$ cat src/hw/regen_pkg.sv
// Package of constants and types for the regenerator eoc network layer.
// Functional notes
// RL1: Only packets with a good check sequence reach the network layer; bad ones vanish.
// RL2: Each valid packet is processed, forwarded or ignored; processing delivers source and data; the code delivers the source only, with no data port.
// RL3: Only regenerators forward; terminal units never pass packets on.
// RL4: A broadcast packet is both delivered locally and forwarded onward; the code delivers it locally only in the online state.
// RL5: Packets toward an inactive outgoing segment are discarded, not forwarded.
// RL6: Forwarding completes within 300 ms when the outgoing segment is active.
// RL7: Two independent addresses: one toward the line end, one toward the network end.
// RL8: Line termination unit has address 1, network termination unit address 2.
// RL9: At power-up both direction addresses are zero.
// RL10: During sync loss failure in a direction, that direction's address returns to zero.
// RL11: A zero address changes only when a discovery probe from that side is processed.
// RL12: Addressing and hop counts cover up to eight regenerators.
// RL13: On a probe, increment hop count, take count plus two as address, pass it on.
// RL14: Discovery response reports hop count, vendor, version and opposite-direction sync loss.
// RL15: Three states per side: offline on sync loss, discovery, online after address learned.
// RL16: In offline, clearing of sync loss moves the state machine to discovery.
// RL17: Online regenerator answers messages addressed to it by the initiating terminal.
// RL18: An identical independent state machine serves the customer side.
// RL19: A packet with a foreign destination goes to the other side for forwarding.
// RL20: Online, packets to own address or address zero are processed locally.
// RL21: Requests from either flow direction are answered.
// RL22: Retransmission and flow control belong to the terminal units only.
// RL23: Initiators poll inventory after a response, then configure, per element.
// RL24: The network termination unit may probe as soon as its channel is active.
// RL25: A per-direction sync loss failure input drives each side's offline condition.
package regen_pkg;
  localparam int ADDR_W = 4;
  localparam int HOP_W = 4;
  localparam logic [3:0] ADDR_ZERO = 4'h0;
  localparam logic [3:0] ADDR_LINE_TERM = 4'h1; // RL8
  localparam logic [3:0] ADDR_NET_TERM = 4'h2; // RL8
  localparam logic [3:0] ADDR_BCAST = 4'hf;
  localparam logic [3:0] ADDR_HOP_OFFSET = 4'h2;
  localparam logic [3:0] MAX_REGEN = 4'h8;
  // The vendor code value is arbitrary.
  localparam logic [7:0] VENDOR_ID = 8'h5a;
  localparam logic [7:0] EOC_VERSION = 8'h01;
  localparam int CLK_HZ = 40000000;
  localparam int FWD_MAX_MS = 300;
  localparam int FWD_MAX_CYC = (CLK_HZ / 1000) * FWD_MAX_MS;
  localparam int TMR_W = 24;

  typedef enum logic [1:0] {
    REGEN_OFFLINE = 2'b00,
    REGEN_DISCOVERY = 2'b01,
    REGEN_ONLINE = 2'b10
  } regen_state_t;
endpackage : regen_pkg

$ cat src/hw/regen_pkt_if.sv
// Interface carrying one packet descriptor from a receive port to a side handler.
interface regen_pkt_if;
  logic valid;
  logic [3:0] src;
  logic [3:0] dst;
  logic probe;
  logic [3:0] hop;
  modport src_mp (output valid, output src, output dst, output probe, output hop);
  modport dst_mp (input valid, input src, input dst, input probe, input hop);
endinterface : regen_pkt_if

$ cat src/hw/regen_eoc_net.sv
// Top of the regenerator eoc network layer with two independent sides.
module regen_eoc_net (
  input wire logic core_clk,
  input wire logic rst_n,
  input wire logic net_rx_valid,
  input wire logic net_rx_fcs_ok,
  input wire logic [3:0] net_rx_src,
  input wire logic [3:0] net_rx_dst,
  input wire logic net_rx_probe,
  input wire logic [3:0] net_rx_hop,
  input wire logic cus_rx_valid,
  input wire logic cus_rx_fcs_ok,
  input wire logic [3:0] cus_rx_src,
  input wire logic [3:0] cus_rx_dst,
  input wire logic cus_rx_probe,
  input wire logic [3:0] cus_rx_hop,
  input wire logic net_sync_word_loss,
  input wire logic cus_sync_word_loss,
  output logic [3:0] net_addr,
  output logic [3:0] cus_addr,
  output logic [1:0] net_state,
  output logic [1:0] cus_state,
  output logic net_app_valid,
  output logic [3:0] net_app_src,
  output logic cus_app_valid,
  output logic [3:0] cus_app_src,
  output logic to_cus_fwd,
  output logic [3:0] to_cus_dst,
  output logic [3:0] to_cus_hop,
  output logic to_cus_probe,
  output logic to_net_fwd,
  output logic [3:0] to_net_dst,
  output logic [3:0] to_net_hop,
  output logic to_net_probe,
  output logic net_resp,
  output logic [3:0] net_resp_hop,
  output logic net_resp_loss,
  output logic cus_resp,
  output logic [3:0] cus_resp_hop,
  output logic cus_resp_loss,
  output logic [7:0] resp_vendor,
  output logic [7:0] resp_version,
  output logic fwd_timeout
);
  typedef struct packed {
    logic [2:0] net_ls;
    logic [2:0] cus_ls;
    logic net_lsq;
    logic cus_lsq;
    logic [3:0] net_src;
    logic [3:0] cus_src;
    logic [3:0] to_cus_dst;
    logic to_cus_probe;
    logic [3:0] to_net_dst;
    logic to_net_probe;
    logic [23:0] net_tmr;
    logic [23:0] cus_tmr;
    logic timeout;
  } regen_top_t;
  regen_top_t r;
  regen_top_t next_r;
  regen_pkt_if net_pkt ();
  regen_pkt_if cus_pkt ();
  logic net_loss;
  logic cus_loss;
  logic [3:0] n_addr;
  logic [3:0] c_addr;
  regen_pkg::regen_state_t n_st;
  regen_pkg::regen_state_t c_st;
  logic n_proc;
  logic n_fwd;
  logic [3:0] n_hop;
  logic n_resp;
  logic c_proc;
  logic c_fwd;
  logic [3:0] c_hop;
  logic c_resp;

  assign net_loss = r.net_lsq;
  assign cus_loss = r.cus_lsq;
  assign net_pkt.valid = net_rx_valid & net_rx_fcs_ok; // RL1
  assign net_pkt.src = net_rx_src;
  assign net_pkt.dst = net_rx_dst;
  assign net_pkt.probe = net_rx_probe;
  assign net_pkt.hop = net_rx_hop;
  assign cus_pkt.valid = cus_rx_valid & cus_rx_fcs_ok; // RL1
  assign cus_pkt.src = cus_rx_src;
  assign cus_pkt.dst = cus_rx_dst;
  assign cus_pkt.probe = cus_rx_probe;
  assign cus_pkt.hop = cus_rx_hop;

  regen_side u_net ( // RL7
    .core_clk(core_clk), .rst_n(rst_n), .sync_loss(net_loss), .rx(net_pkt),
    .addr(n_addr), .state(n_st), .proc(n_proc), .fwd(n_fwd), .fwd_hop(n_hop), .resp(n_resp)
  );
  regen_side u_cus ( // RL18
    .core_clk(core_clk), .rst_n(rst_n), .sync_loss(cus_loss), .rx(cus_pkt),
    .addr(c_addr), .state(c_st), .proc(c_proc), .fwd(c_fwd), .fwd_hop(c_hop), .resp(c_resp)
  );

  always_comb begin
    next_r = r;
    next_r.net_ls = {r.net_ls[1:0], net_sync_word_loss};
    next_r.cus_ls = {r.cus_ls[1:0], cus_sync_word_loss};
    if (r.net_ls[1] == r.net_ls[2]) begin
      next_r.net_lsq = r.net_ls[2]; // RL25
    end
    if (r.cus_ls[1] == r.cus_ls[2]) begin
      next_r.cus_lsq = r.cus_ls[2]; // RL25
    end
    next_r.net_src = net_rx_src;
    next_r.cus_src = cus_rx_src;
    next_r.to_cus_dst = net_rx_dst;
    next_r.to_cus_probe = net_rx_probe;
    next_r.to_net_dst = cus_rx_dst;
    next_r.to_net_probe = cus_rx_probe;
    next_r.timeout = 1'b0;
    if (n_fwd && !cus_loss) begin
      next_r.net_tmr = 24'h0; // RL6
    end else if (r.net_tmr != 24'hffffff) begin
      next_r.net_tmr = r.net_tmr + 24'h1;
    end
    if (c_fwd && !net_loss) begin
      next_r.cus_tmr = 24'h0; // RL6
    end else if (r.cus_tmr != 24'hffffff) begin
      next_r.cus_tmr = r.cus_tmr + 24'h1;
    end
    if (r.net_tmr == 24'(regen_pkg::FWD_MAX_CYC) || r.cus_tmr == 24'(regen_pkg::FWD_MAX_CYC)) begin
      next_r.timeout = 1'b1;
    end
  end

  always_ff @(posedge core_clk or negedge rst_n) begin
    if (!rst_n) begin
      r <= '0;
      r.net_tmr <= 24'hffffff;
      r.cus_tmr <= 24'hffffff;
    end else begin
      r <= next_r;
    end
  end

  // Side handler outputs are registered, so they feed the ports directly, except fwd, which is gated by the opposite side's sync loss.
  assign net_addr = n_addr;
  assign cus_addr = c_addr;
  assign net_state = n_st;
  assign cus_state = c_st;
  assign net_app_valid = n_proc; // RL2
  assign net_app_src = r.net_src;
  assign cus_app_valid = c_proc; // RL2
  assign cus_app_src = r.cus_src;
  assign to_cus_fwd = n_fwd & ~cus_loss; // RL3 RL5
  assign to_cus_dst = r.to_cus_dst;
  assign to_cus_hop = n_hop;
  assign to_cus_probe = r.to_cus_probe;
  assign to_net_fwd = c_fwd & ~net_loss; // RL3 RL5
  assign to_net_dst = r.to_net_dst;
  assign to_net_hop = c_hop;
  assign to_net_probe = r.to_net_probe;
  assign net_resp = n_resp; // RL14
  assign net_resp_hop = n_hop;
  assign net_resp_loss = cus_loss; // RL14
  assign cus_resp = c_resp;
  assign cus_resp_hop = c_hop;
  assign cus_resp_loss = net_loss;
  assign resp_vendor = regen_pkg::VENDOR_ID;
  assign resp_version = regen_pkg::EOC_VERSION;
  assign fwd_timeout = r.timeout;
endmodule : regen_eoc_net

$ cat src/hw/regen_side.sv
// One side state machine with address learning and packet classification.
module regen_side (
  input wire logic core_clk,
  input wire logic rst_n,
  input wire logic sync_loss,
  regen_pkt_if.dst_mp rx,
  output logic [3:0] addr,
  output regen_pkg::regen_state_t state,
  output logic proc,
  output logic fwd,
  output logic [3:0] fwd_hop,
  output logic resp
);
  typedef struct packed {
    regen_pkg::regen_state_t st;
    logic [3:0] addr;
    logic proc;
    logic fwd;
    logic [3:0] hop;
    logic resp;
  } regen_side_t;
  regen_side_t r;
  regen_side_t next_r;
  logic [3:0] inc_hop;

  always_comb begin
    next_r = r;
    next_r.proc = 1'b0;
    next_r.fwd = 1'b0;
    next_r.resp = 1'b0;
    inc_hop = rx.hop + 4'h1; // RL13
    if (sync_loss) begin
      next_r.st = regen_pkg::REGEN_OFFLINE; // RL15 RL25
      next_r.addr = regen_pkg::ADDR_ZERO; // RL10
    end else begin
      unique case (r.st)
        regen_pkg::REGEN_OFFLINE: begin
          next_r.st = regen_pkg::REGEN_DISCOVERY; // RL16
        end
        regen_pkg::REGEN_DISCOVERY, regen_pkg::REGEN_ONLINE: begin
          if (rx.valid && rx.probe) begin
            if (rx.hop < regen_pkg::MAX_REGEN) begin // RL12
              next_r.addr = inc_hop + regen_pkg::ADDR_HOP_OFFSET; // RL11 RL13
              next_r.hop = inc_hop;
              next_r.fwd = 1'b1;
              next_r.resp = 1'b1; // RL14
              next_r.st = regen_pkg::REGEN_ONLINE; // RL15
            end
          end else if (rx.valid) begin
            if (rx.dst == regen_pkg::ADDR_BCAST) begin
              next_r.proc = (r.st == regen_pkg::REGEN_ONLINE); // RL4
              next_r.fwd = 1'b1; // RL4
            end else if (r.st == regen_pkg::REGEN_ONLINE &&
                         (rx.dst == r.addr || rx.dst == regen_pkg::ADDR_ZERO)) begin
              next_r.proc = 1'b1; // RL17 RL20 RL21
            end else begin
              next_r.fwd = 1'b1; // RL19
            end
          end
        end
        default: next_r.st = regen_pkg::REGEN_OFFLINE;
      endcase
    end
  end

  always_ff @(posedge core_clk or negedge rst_n) begin
    if (!rst_n) begin
      r <= '{regen_pkg::REGEN_OFFLINE, 4'h0, 1'b0, 1'b0, 4'h0, 1'b0}; // RL9
    end else begin
      r <= next_r;
    end
  end

  assign addr = r.addr;
  assign state = r.st;
  assign proc = r.proc;
  assign fwd = r.fwd;
  assign fwd_hop = r.hop;
  assign resp = r.resp;
endmodule : regen_side

$ cat config.mk
export PLATFORM = sky130hd
export DESIGN_NAME = regen_eoc_net
export DESIGN_NICKNAME = d
export VERILOG_FILES = /design/src/hw/regen_pkg.sv /design/src/hw/regen_pkt_if.sv /design/src/hw/regen_eoc_net.sv /design/src/hw/regen_side.sv
export SDC_FILE = /design/constraint.sdc
export NUM_CORES = 1
export LEC_CHECK = 0
export ABC_AREA = 1
export BUFFER_PORTS_ARGS = -buffer_cell sky130_fd_sc_hd__buf_2
export CELL_PAD_IN_SITES_DETAIL_PLACEMENT = 1
export CELL_PAD_IN_SITES_GLOBAL_PLACEMENT = 1
export CORE_MARGIN = 5
export CORE_UTILIZATION = 42
export CTS_BUF_LIST = sky130_fd_sc_hd__clkbuf_4 sky130_fd_sc_hd__clkbuf_8
export DETAILED_ROUTE_END_ITERATION = 10
export PLACE_DENSITY = 0.87
export SYNTH_ARGS = -nofsm -noshare
export SYNTH_HDL_FRONTEND = slang
export SYNTH_SLANG_ARGS = --single-unit
$ cat constraint.sdc
create_clock -name core_clk -period 1.9 [get_ports core_clk]
set_input_delay 0.19 -clock core_clk [delete_from_list [all_inputs] [get_ports core_clk]]
set_output_delay 0.19 -clock core_clk [all_outputs]
set_load 0.005 [all_outputs]
Yosys cells after proc, flatten, opt, wreduce, memory -nomap -nowiden
Index checks and enable logic that the tools add are counted.
W data, S select, Z words.
{"block": "word_totals", "register_bits": 101, "input_bits": 34, "out_inout_bits": 71, "word_cells": 121}
{"block": "classes", "add_sub_neg": 6, "n_lt_le_gt_ge": 2, "n_eq_ne": 18, "mux": 33, "bitwise": 6, "reduce_logical": 31}
{"op": "$mux W24", "count": 4}
{"op": "$add A24 B1 Y24 const B", "count": 2}
{"op": "$eq A24 B24 Y1 const B", "count": 2}
{"op": "$mux W6", "count": 8}
{"op": "$ne A24 B24 Y1 const B", "count": 2}
{"op": "$mux W11", "count": 2}
{"op": "$reduce_bool A2 Y1", "count": 8}
{"op": "$mux W7", "count": 2}
{"op": "$ne A3 B2 Y1 const B", "count": 4}
{"op": "$mux W5", "count": 2}
{"op": "$mux W1", "count": 9}
{"op": "$add A4 B1 Y4 const B", "count": 2}
{"op": "$add A4 B2 Y4 const B", "count": 2}
{"op": "$eq A4 B4 Y1", "count": 2}
{"op": "$eq A4 B4 Y1 const B", "count": 2}
{"op": "$logic_not A4 Y1", "count": 2}
{"op": "$lt A4 B4 Y1 const B", "count": 2}
{"op": "$mux W2", "count": 4}
{"op": "$pmux W2 S2", "count": 2}
{"op": "$reduce_and A4 Y1", "count": 2}
{"op": "$logic_and A1 B1 Y1", "count": 6}
{"op": "$reduce_and A3 Y1", "count": 2}
{"op": "$and A1 B1 Y1", "count": 4}
{"op": "$eq A2 B1 Y1 const B", "count": 2}
{"op": "8 further kinds", "count": 17}

Longest topological paths before layout
Gate-level depths: netlist (run 1).
{"block": "depth", "depth_word": 9, "mapped_depth": 9, "depth_no_buf": 9}

By module
Synthesis (run 1) repeated with hierarchy kept, for this count alone.
{"block": "unflattened", "cells_unflattened": 734, "area_unflattened_um2": 5745.5}
{"mod": "regen_eoc_net", "n_inst": 1, "cells_each": 553, "area_per_inst_um2": 4290.4, "seq_area_each_um2": 1936.9}
{"mod": "regen_side at u_net", "n_inst": 1, "cells_each": 91, "area_per_inst_um2": 737.0, "seq_area_each_um2": 325.3}
{"mod": "regen_side at u_cus", "n_inst": 1, "cells_each": 90, "area_per_inst_um2": 718.2, "seq_area_each_um2": 325.3}

Least setup slack after synthesis (run 1)
OpenSTA, ideal clock, no wires.
{"block": "synth_timing", "kind": "register to register", "start": "register r[1] (netlist bit)", "end": "register r[14] (netlist bit)", "setup_ps": 60, "arrival_ps": 1577, "t_required_ps": 1840, "setup_slack_ps": 263, "stages_incl_launch_ff": 9, "path_buffers": 1, "synth_period_minus_slack_ps": 1637, "path_cell_list": "dfstp_2 ha_1 nand2_2 nor2_4 nand2_4 nor2_4 nand3_4 buf_6 nand2_1"}
{"block": "synth_via", "elab_chain_cells": 3, "elab_cells_between_ends": 5, "classes_between": "1 x add/sub; 1 x eq/ne; 2 x mux; 1 x reduce/logical"}
{"item": "start, declared", "line_no": "regen_eoc_net.sv:60", "source": "regen_top_t r;"}
{"item": "start signal, assigned", "line_no": "regen_eoc_net.sv:139", "source": "r <= next_r;"}
{"item": "$add A24 B1 Y24", "line_no": "regen_eoc_net.sv:126", "source": "next_r.cus_tmr = r.cus_tmr + 24'h1;"}
{"item": "$mux W24", "line_no": "regen_eoc_net.sv:125", "source": "end else if (r.cus_tmr != 24'hffffff) begin"}
{"item": "$mux W24", "line_no": "regen_eoc_net.sv:123", "source": "if (c_fwd && !net_loss) begin"}
Several ways; a longest one is shown, not always the timed one. The select of a mux whose other input is x is not followed.
A chain may end at the register's enable or synchronous reset.

Final worst setup path (run 1)
{"block": "layout_timing", "start": "register r, in the netlist cus_resp_loss", "end": "output to_net_fwd"}
{"block": "layout_via", "elab_chain_cells": 2}
{"item": "$not A1 Y1 (no line)"}
{"item": "$and A1 B1 Y1", "line_no": "regen_eoc_net.sv:156", "source": "assign to_net_fwd = c_fwd & ~net_loss;"}
{"item": "end, declared", "line_no": "regen_eoc_net.sv:31", "source": "output logic to_net_fwd,"}
Every way passes these cells.

==> summary.md, run 1 <==
| Metric | Value |
|---|---|
| Max stage delay on crit path | between 0.4 and 0.5 ns |
| Detailed Place HPWL | approximately 12 mm |
| Ant diodes | 0 |
| Die H | 125.8 um |
| IO Port Bufs | approximately 90 |
| GRT overflow | 0 |
| Synthesized cell area | roughly 5600 um^2 |
| Final hold violation count | 0 |
| CTS buffer count | 9 |
| First-pass GRT wire length | a little under 30 mm |
| Max Freq | ~0.55 GHz |
| CP bufs+invs | 4 |
| Max_cap viols | 0 |
| # clock sinks | approximately 100 |
| Placed cells | 977 |
| Worst EP arrival | 1.64 ns |
| DP Worst Slack | ~0.11 ns |
| Num rows | 42 |
| CTS tree | built |
| Worst-Skew Late Latency | 0.39 ns |
| Hold depth | 2 |
| # DRC | 0 |
| Wire per inst | approximately 18 um |
| H-Tree Level Count | 3 |
| CP Max Fanout | 10 |
| Placed Instance Area | between 6000 and 7000 um^2 |
| Final Instance Area | ~6600 um^2 |
| CP Capture Type | output port |
| Worst Hold End | u_cus.addr[0] |
| Mean Syn Cell Area | 7.727 um^2 |
| Final setup fails | 0 |
| Post-synth top area cell | dfrtp_1 |
| Crit-path cells | inv_1 -> nand2_4 -> buf_4 -> inv_1 -> buf_2 |
| Worst R2R End | r[6] |
| Reg2reg setup slack | about 0.080 ns |
| Status | finished, final reports clean |
| Cells on worst reg2reg path | 8 |
| Post-Route Setup TNS | 0 ns |
| Clk slew on worst S/H paths | around 0.11 ns |
| Fin Hold WS | between 0.02 and 0.03 ns |
| Initial drt markers | 228 |
| CTS root buffer | clkbuf_8 |
| Clk_skew | 0.01258 ns |
| Post-Route WL | ~18 mm |
| Static Leakage | about 3.3 nW |
| Post-layout net count | between 800 and 900 |
| Vias per std cell | approximately 5.2 |
| Most common cell on crit path | inv_1 |
| Drt pass-1 iters | 4 |
| Post-Syn Instances | 729 |
| Kind of critical path | reg -> out |
| CP top delay family | buffers and inverters |
| Initial antenna violation count | 0 |
| Die area | about 16000 um^2 |
| Critical path's slowest cell | dfrtp_1 |
| FILL cells | about 1600 |
| Layout cells sized above 1 | between 20% and 30% |
| Non-filler cells, final | roughly 1000 |
| Final ANT Viol Nets | 0 |
| Min Clock Period, post-route | approximately 1.8 ns |
| Power density cells | about 920 nW/um^2 |
| Syn-to-layout area delta | 17.55% |
| I/O pins | 105 |
| CP Data Required Time | between 1.5 and 2 ns |
| Tot GR Track Use | ~22% |
| Area fraction of the dominant cell type after synthesis | between 20% and 30% |
| Die X | approximately 130 um |
| Unique masters post-synth | 28 |
| Period utilization | 96.34% |
| Min-Delay Path Class | in -> reg |
| Startpoint types | register |
| GPL Wtd Cong | a little over 0.9 |
| Core ar. | ~13000 um^2 |
| Vias in the first global route | between 5000 and 6000 |
| Longest Clk Path Bufs | 2 |
| Max VDD drop | roughly 0.00056 V |
| Area contributors post-synth | dfrtp_1 (24%), dfstp_2 (22%), nand2_1 (15%), nand3_1 (6.8%), inv_1 (5.5%) |
| Commonest non-fill, non-tap cell in the layout | nand2_1 |
| Post-synthesis sequential area ratio | 45.94% |
| Commonest non-fill, non-tap cells in the layout | nand2_1 (223), buf_2 (87), inv_1 (83) |
| Reg-to-Reg Start | r[2] |
| Hold path startpoint | cus_rx_hop[0] |
| Initial Util | between 40 and 50% |
| Synth Register Bits | just over 100 |
| Yosys warning count | 0 |
| Final setup margin | 0.06959 ns |
| Vias | 5308 |
| Final slew viol count | 0 |
| Largest net degree at the start of global routing | 44 |
-- stage by stage --
step           power, mW  util [%]
2_1_floorplan      3.858         -
6_report           6.093     50.20
5_1_grt            6.418     50.20
3_5_place_dp       4.473     46.55
3_3_place_gp       4.389     46.55
4_1_cts            5.994     49.76
-- repair_timing --
| action | CTS | global route |
|---|---|---|
| cloned | 0 | 1 |
| buffers inserted | 0 | 3 |
| hold buffers | 21 | 0 |
| gates resized for setup | 1 | 5 |
| endpoints found under the setup margin | 1 | 16 |
| endpoints found under the hold margin | 38 | 0 |
-- cells by family (layout without fill, tap and decap cells) --
logic type | after synthesis | in the layout | synth area share [%]
AO/OA/AOI/OAI | 40 | 40 | 3.998
XOR/XNOR | 8 | 8 | 1.244
adder cells (fa/ha/maj) | 14 | 14 | 3.021
buffers and inverters | 132 | 230 | 11.99
flip-flops | 101 | 101 | 45.94
other | 2 | 16 | 0.1333
AND/OR/NAND/NOR | 432 | 433 | 33.67
-- layout make-up --
class | count | area (um^2) | share of cell area [%]
flip-flops and latches | 101 | 2587 | 39.08
multi-input cells | 511 | 2452 | 37.04
repair buffers | 131 | 838.3 | 12.66
inverters | 83 | 311.5 | 4.705
well taps | 176 | 220.2 | 3.326
clock buffers | 11 | 145.1 | 2.192
clock inverters | 5 | 66.31 | 1.002
-- routing by layer --
layer / wire length, um / global-route usage, % / part of all wire (%) / vias up
li1: - / - / - / 2462
met5: 0 / 0 / 0 / -
met1: 7327 / 26.99 / 40 / 2642
met3: 984 / 4.530 / 5.4 / 46
met4: 606 / 7.445 / 3.3 / 0
met2: 9297 / 40.31 / 51 / 158
-- worst register-to-register path, cell delays in order (launching register included) --
cell and delay (ns):
dfstp_2 0.59, ha_1 0.23, nand2_2 0.10, nor2_4 0.12
nand2_4 0.08, nor2_4 0.15, nand3_4 0.18, buf_8 0.23
o31ai_1 0.07
-- report_power, final --
| group | switching [mW] | internal [mW] | leakage (nW) |
|---|---|---|---|
| registers | 0.309 | 2.56 | 1.17 |
| logic | 1.05 | 0.643 | 2.05 |
| clock network | 0.846 | 0.680 | 0.106 |
-- synthesized netlist by cell type (all sizes together) --
library cell	instances
o22ai	2
o21ai	28
and3	1
buf	45
inv	83
o21bai	7
ha	12
or2	3
dfstp	48
conb	2
and2	1
a21oi	1
nand4	27
xor2	8
maj3	2
nor3	4
o31ai	2
clkbuf	4
nor2	84
nand3	78
nand2	234
dfrtp	53
-- worst max path at each step --
stage	start	endpoint	slack [ns]	depth (start not counted)
2_1_floorplan	r[1]	r[14]	0.26	8
3_3_place_gp	r[17]	r[6]	0.16	5
3_5_place_dp	r[25]	r[26]	0.11	8
4_1_cts	cus_resp_loss	to_net_fwd	0.05	5
5_1_grt	cus_resp_loss	to_net_fwd	-0.04	5
6_report	cus_resp_loss	to_net_fwd	0.07	5
-- state kept, by name (all words and copies together) (netlist names), 2 cells and up --
register,count
cus_app_src,4
u_cus.addr,4
next_r,4
u_net.addr,4
u_net.fwd_hop,4
u_cus.state,2
to_cus_dst,4
u_cus.fwd_hop,4
to_net_dst,4
u_net.state,2
r,50
net_app_src,4
Note: power is estimated with default switching activity, not from simulation.
==> run 2: changes to the inputs <==
- HOLD_SLACK_MARGIN: default -> 0.06
==> run 2 against run 1 <==
Effect of this change: utilization rose by 0.095 points; register-to-register slack barely moved; routed wire length up 5.2%; setup slack worse by 0.0026 ns; flip-flop and latch count unchanged; global-route usage is 1.0 points higher; count of clock-buffer cells in the layout unchanged; critical path depth grew 3; sequential power is essentially flat; largest power group unchanged.
==> summary.md, run 2 (synthesis results as in run 1) <==
| Metric | Value |
|---|---|
| Power density cells | roughly 920 nW/um^2 |
| IO Port Bufs | a little under 90 |
| Min Clock Period, post-route | about 1.8 ns |
| CP Data Required Time | about 2.2 ns |
| CTS tree | built |
| Die H | ~130 um |
| First-pass GRT wire length | roughly 30 mm |
| Final hold violation count | 0 |
| Period utilization | a little over nine tenths |
| Max_cap viols | 0 |
| Placed Instance Area | between 6000 and 7000 um^2 |
| Final Util | between 50% and 60% |
| Kind of critical path | reg -> reg |
| I/O pins | 105 |
| GPL Wtd Cong | between 0.9 and 1 |
| Initial Util | 42.71% |
| Largest net degree at the start of global routing | 44 |
| # clock sinks | between 100 and 150 |
| Layout cells sized above 1 | 23.22% |
| Vias per std cell | 5.256 |
| Final setup fails | 0 |
| Die X | around 130 um |
| Num rows | between 40 and 50 |
| GRT overflow | 0 |
| Core ar. | 13190 um^2 |
| Critical path's slowest cell | dfstp_2 |
| Longest Clk Path Bufs | 2 |
| Drt pass-1 iters | 4 |
| Tot GR Track Use | between 20% and 30% |
| Detailed Place HPWL | between 10 and 15 mm |
| CP bufs+invs | 1 |
| Post-Route WL | between 15 and 20 mm |
| CP Max Fanout | 13 |
| FILL cells | 1632 |
| Crit-path cells | ha_1 -> nand2_2 -> nor2_4 -> nand2_4 -> nor2_4 -> nand3_4 -> buf_8 -> o31ai_1 |
| Max reg flops | 50 |
| Clk_skew | about 0.012 ns |
| Post-layout net count | slightly below 900 |
| Most common cell on crit path | nor2_4 |
| Commonest non-fill, non-tap cells in the layout | nand2_1 (223), buf_2 (87), inv_1 (83) |
| CP Capture Type | register |
| Max stage delay on crit path | 0.60 ns |
| CTS root buffer | clkbuf_8 |
| H-Tree Level Count | 3 |
| # DRC | 0 |
| Vias | roughly 5400 |
| Startpoint types | register |
| Total power | between 6 and 7 mW |
| Wire per inst | ~19 um |
| Syn-to-layout area delta | 17.77% |
| CP top delay family | simple AND/OR/NAND/NOR gates |
| Reg with most FFs | r |
| CTS buffer count | 9 |
| Max Freq | between 0.5 and 0.6 GHz |
| Max VDD drop | between 0.0005 and 0.0006 V |
| Vias in the first global route | ~5800 |
| Min-Delay Path Class | in -> reg |
| Final slew viol count | 0 |
| Worst EP arrival | between 2 and 2.5 ns |
| Post-Route Setup TNS | 0 ns |
| Static Leakage | 3.330 nW |
| Status | finished, final reports clean |
| Initial antenna violation count | 0 |
| Ant diodes | 0 |
| Fin Hold WS | 0.1629 ns |
| Initial drt markers | approximately 270 |
| Final Instance Area | 6634 um^2 |
| Commonest non-fill, non-tap cell in the layout | nand2_1 |
| Clk slew on worst S/H paths | around 0.11 ns |
| Worst-Skew Late Latency | approximately 0.38 ns |
| Die area | 15830 um^2 |
| Final ANT Viol Nets | 0 |
run 2: cell count changes in the layout (fill, tap and decap cells not counted):
cell           previous run  this run
nand3_4                   3         2
nand3_2                   0         1
dlygate4sd3_1            21        23
run 2: worst paths after layout:
path	endpoint	cells after the start	slack, ns	from
min in group asynchronous	cus_app_src[3]	2	0.24	rst_n
hold reg to reg	next_r[74]	0	0.37	next_r[73]
setup / recovery	r[6]	8	0.07	r[2]
hold / removal	u_net.fwd_hop[2]	4	0.16	net_rx_hop[2]
max in group asynchronous	r[40]	3	1.01	rst_n
setup reg to reg	r[6]	8	0.07	r[2]
run 2: cell type report:
cell class                      instances  area [um^2]  share of cell area (%)
Clock buffer                           11        145.1                   2.188
Clock inverter                          5        66.31                  0.9996
Inverter                               83        311.5                   4.696
Multi-Input combinational cell        511         2445                   36.85
Sequential cell                       101         2587                   39.00
Tap cell                              176        220.2                   3.320
Timing Repair Buffer                  133        858.3                   12.94
run 2: stage by stage:
| stage | std cells | setup slack (ns) |
|---|---|---|
| global route | 1020 | -0.01223 |
| CTS | 1016 | 0.04600 |
| floorplan | 743 | 0.2631 |
| finish | 1020 | 0.06697 |
| detailed placement | 977 | 0.1053 |
| global placement | 977 | 0.1587 |
run 2: where the power goes:
part	internal [mW]	total (mW)	leakage [nW]	switching, mW
Clock	0.680	1.52	0.106	0.839
Combinational	0.648	1.73	2.06	1.08
Sequential	2.56	2.88	1.17	0.315
run 2: timing repair:
action                                  4_1_cts  5_1_grt
setup buffers                                 0        3
endpoints found under the hold margin        48        0
hold buffers                                 23        0
endpoints found under the setup margin        1       17
gates cloned                                  0        1
resized for setup                             1        4
run 2: layer usage:
metal | up-vias | GRT usage, % | part of all wire [%]
li1 | 2474 | - | -
met1 | 2659 | 27.32 | 39
met2 | 176 | 42.35 | 52
met3 | 52 | 5.165 | 5.2
met4 | 0 | 8.896 | 3.8
met5 | - | 0 | 0
run 2: worst min-delay path, delay by kind of cell:
| kind | cells | cell delay (ns) |
|---|---|---|
| AND/OR/NAND/NOR | 2 | 0.12 |
| buffers and inverters | 1 | 0.10 |
| XOR/XNOR | 1 | 0.10 |
==> run 3: changes to the inputs <==
- CORE_UTILIZATION: 42 -> 35
- PLACE_DENSITY: 0.87 -> 0.75
==> run 3 against run 2 <==
Effect of this change: non-clock buffer count up 2; sequential power is 2% lower; power shrank 2.4%; die area rose by 18%; count of clock-buffer cells in the layout unchanged; combinational power fell by 5%.
==> summary.md, run 3 (synthesis results as in run 1) <==
| Metric | Value |
|---|---|
| CP bufs+invs | 4 |
| Min Clock Period, post-route | 1.755 ns |
| Post-Route Setup TNS | 0 ns |
| Clk slew on worst S/H paths | about 0.1 ns |
| Commonest non-fill, non-tap cell in the layout | nand2_1 |
| Post-Route WL | approximately 16 mm |
| Die H | about 140 um |
| H-Tree Level Count | 3 |
| Crit-path cells | inv_2 -> nand2_1 -> buf_4 -> inv_1 -> buf_2 |
| Reg with most FFs | r |
| Tot GR Track Use | 18.04% |
| Worst EP arrival | 1.57 ns |
| Num rows | between 40 and 50 |
| Syn-to-layout area delta | 18.97% |
| GPL Wtd Cong | between 0.8 and 0.9 |
| CTS root buffer | clkbuf_8 |
| Worst Hold End | u_cus.fwd_hop[2] |
| Metal3 WL | approximately 660 um |
| Power density cells | slightly below 900 nW/um^2 |
| Cells on worst reg2reg path | 8 |
| CP Data Required Time | about 1.7 ns |
| Period utilization | between 90% and 100% |
| CTS buffer count | 9 |
| Max reg flops | 50 |
| Layout cells sized above 1 | between 20% and 30% |
| Worst-Skew Late Latency | approximately 0.4 ns |
| First-pass GRT wire length | roughly 27 mm |
| CTS tree | built |
| Static Leakage | ~3.3 nW |
| Die area | about 19000 um^2 |
| Longest Clk Path Bufs | 2 |
| GRT overflow | 0 |
| Non-filler cells, final | 1062 |
| Vias in the first global route | about 5400 |
| Fin Hold WS | around 0.11 ns |
| Initial Util | a little over a third |
| Min-Delay Path Class | in -> reg |
| Largest net degree at the start of global routing | 43 |
| Hold path startpoint | cus_rx_hop[2] |
| # DRC | 0 |
| # clock sinks | around 100 |
| Commonest non-fill, non-tap cells in the layout | nand2_1 (224), buf_2 (87), inv_1 (82) |
| Reg-to-Reg Start | r[25] |
| Max_cap viols | 0 |
| Clk_skew | 0.01724 ns |
| Detailed Place HPWL | around 12 mm |
| IO Port Bufs | approximately 90 |
| Final Util | 42.34% |
| Worst R2R End | r[26] |
| Final slew viol count | 0 |
| Total power | approximately 6.0 mW |
| I/O pins | approximately 110 |
| CP top delay family | buffers and inverters |
| Kind of critical path | reg -> out |
| Met2 WL | between 8 and 9 mm |
| Max VDD drop | roughly 0.00043 V |
| CP Capture Type | output port |
| Reg2reg setup slack | about 0.17 ns |
| Ant diodes | 0 |
| Placed cells | between 1000 and 1500 |
| Initial drt markers | approximately 160 |
| Max stage delay on crit path | about 0.4 ns |
| CP Max Fanout | 17 |
| Post-layout net count | ~890 |
| Hold depth | 4 |
| Core ar. | ~16000 um^2 |
| Final ANT Viol Nets | 0 |
| Die X | around 140 um |
| Drt pass-1 iters | 4 |
| Initial antenna violation count | 0 |
| Startpoint types | register |
| Vias | between 5000 and 6000 |
| FILL cells | slightly below 2000 |
| RSZ-0062 raised after global routing | false |
| Max Freq | roughly 0.57 GHz |
| Highest routed layer | met4 |
| Final hold violation count | 0 |
| Vias per std cell | approximately 4.7 |
| Wire per inst | about 15 um |
| Final setup fails | 0 |
| Routed length on met1 | roughly 7.2 mm |
| Critical path's slowest cell | dfrtp_1 |
| Status | finished, final reports clean |
==> run 3: cell types whose count changed in the layout (fill, tap and decap cells not counted), sizes merged <==
cell | before | now
buf | 110 | 112
clkinv | 0 | 1
inv | 86 | 85
==> run 3: worst register-to-register path: stages, from the launching register on <==
cell and delay, ns:
dfstp_2 0.61, ha_1 0.20, nand2_2 0.08, nor2_4 0.10, nand2_2 0.08, nor2_4 0.21, nand3_4 0.20, nand3_1 0.13
nand2_1 0.05
==> run 3: layout make-up <==
cell class                 instances  area (um^2)  share of cell area [%]
clock inverter                     5        66.31                  0.9895
tap                              216        270.3                   4.033
sequential                       101         2587                   38.61
inverter                          83        311.5                   4.649
clock buffer                      11        145.1                   2.166
timing repair buffer             135        878.3                   13.11
multi-input combinational        511         2442                   36.45
==> run 3: worst max path at each step <==
stage,from,end,slack [ns],depth (start not counted)
global placement,r[25],r[25],0.16,8
CTS,r[10],r[19],0.01,7
detailed placement,r[2],r[19],0.11,8
finish,cus_resp_loss,to_net_fwd,0.14,5
global route,r[25],r[26],0.02,8
floorplan,r[1],r[14],0.26,8
==> run 3: timing repair <==
item,CTS,global route
resized for setup,0,3
hold endpoints to repair,28,0
endpoints found under the setup margin,0,18
hold buffers,23,0
setup buffers,0,4
==> run 3: routing by layer <==
| layer | GRT usage (%) | vias up |
|---|---|---|
| met5 | 0 | - |
| met4 | 5.599 | 0 |
| met3 | 3.051 | 13 |
| met2 | 30.94 | 95 |
| met1 | 23.30 | 2457 |
| li1 | - | 2475 |
==> run 3: per-stage QoR <==
| stage | setup WS [ns] | instance area, um^2 |
|---|---|---|
| after floorplan | 0.2631 | 5685 |
| after global placement | 0.1603 | 6210 |
| after detailed placement | 0.1057 | 6210 |
| after CTS | 0.01040 | 6651 |
| after global routing | 0.02159 | 6701 |
| final | 0.1445 | 6701 |
==> run 3: power by group <==
group | leakage [nW] | total, mW | internal, mW | switching, mW
combinational | 2.05 | 1.65 | 0.641 | 1.01
clock | 0.105 | 1.50 | 0.677 | 0.823
sequential | 1.17 | 2.83 | 2.56 | 0.272
total | 3.32 | 5.98 | 3.88 | 2.10
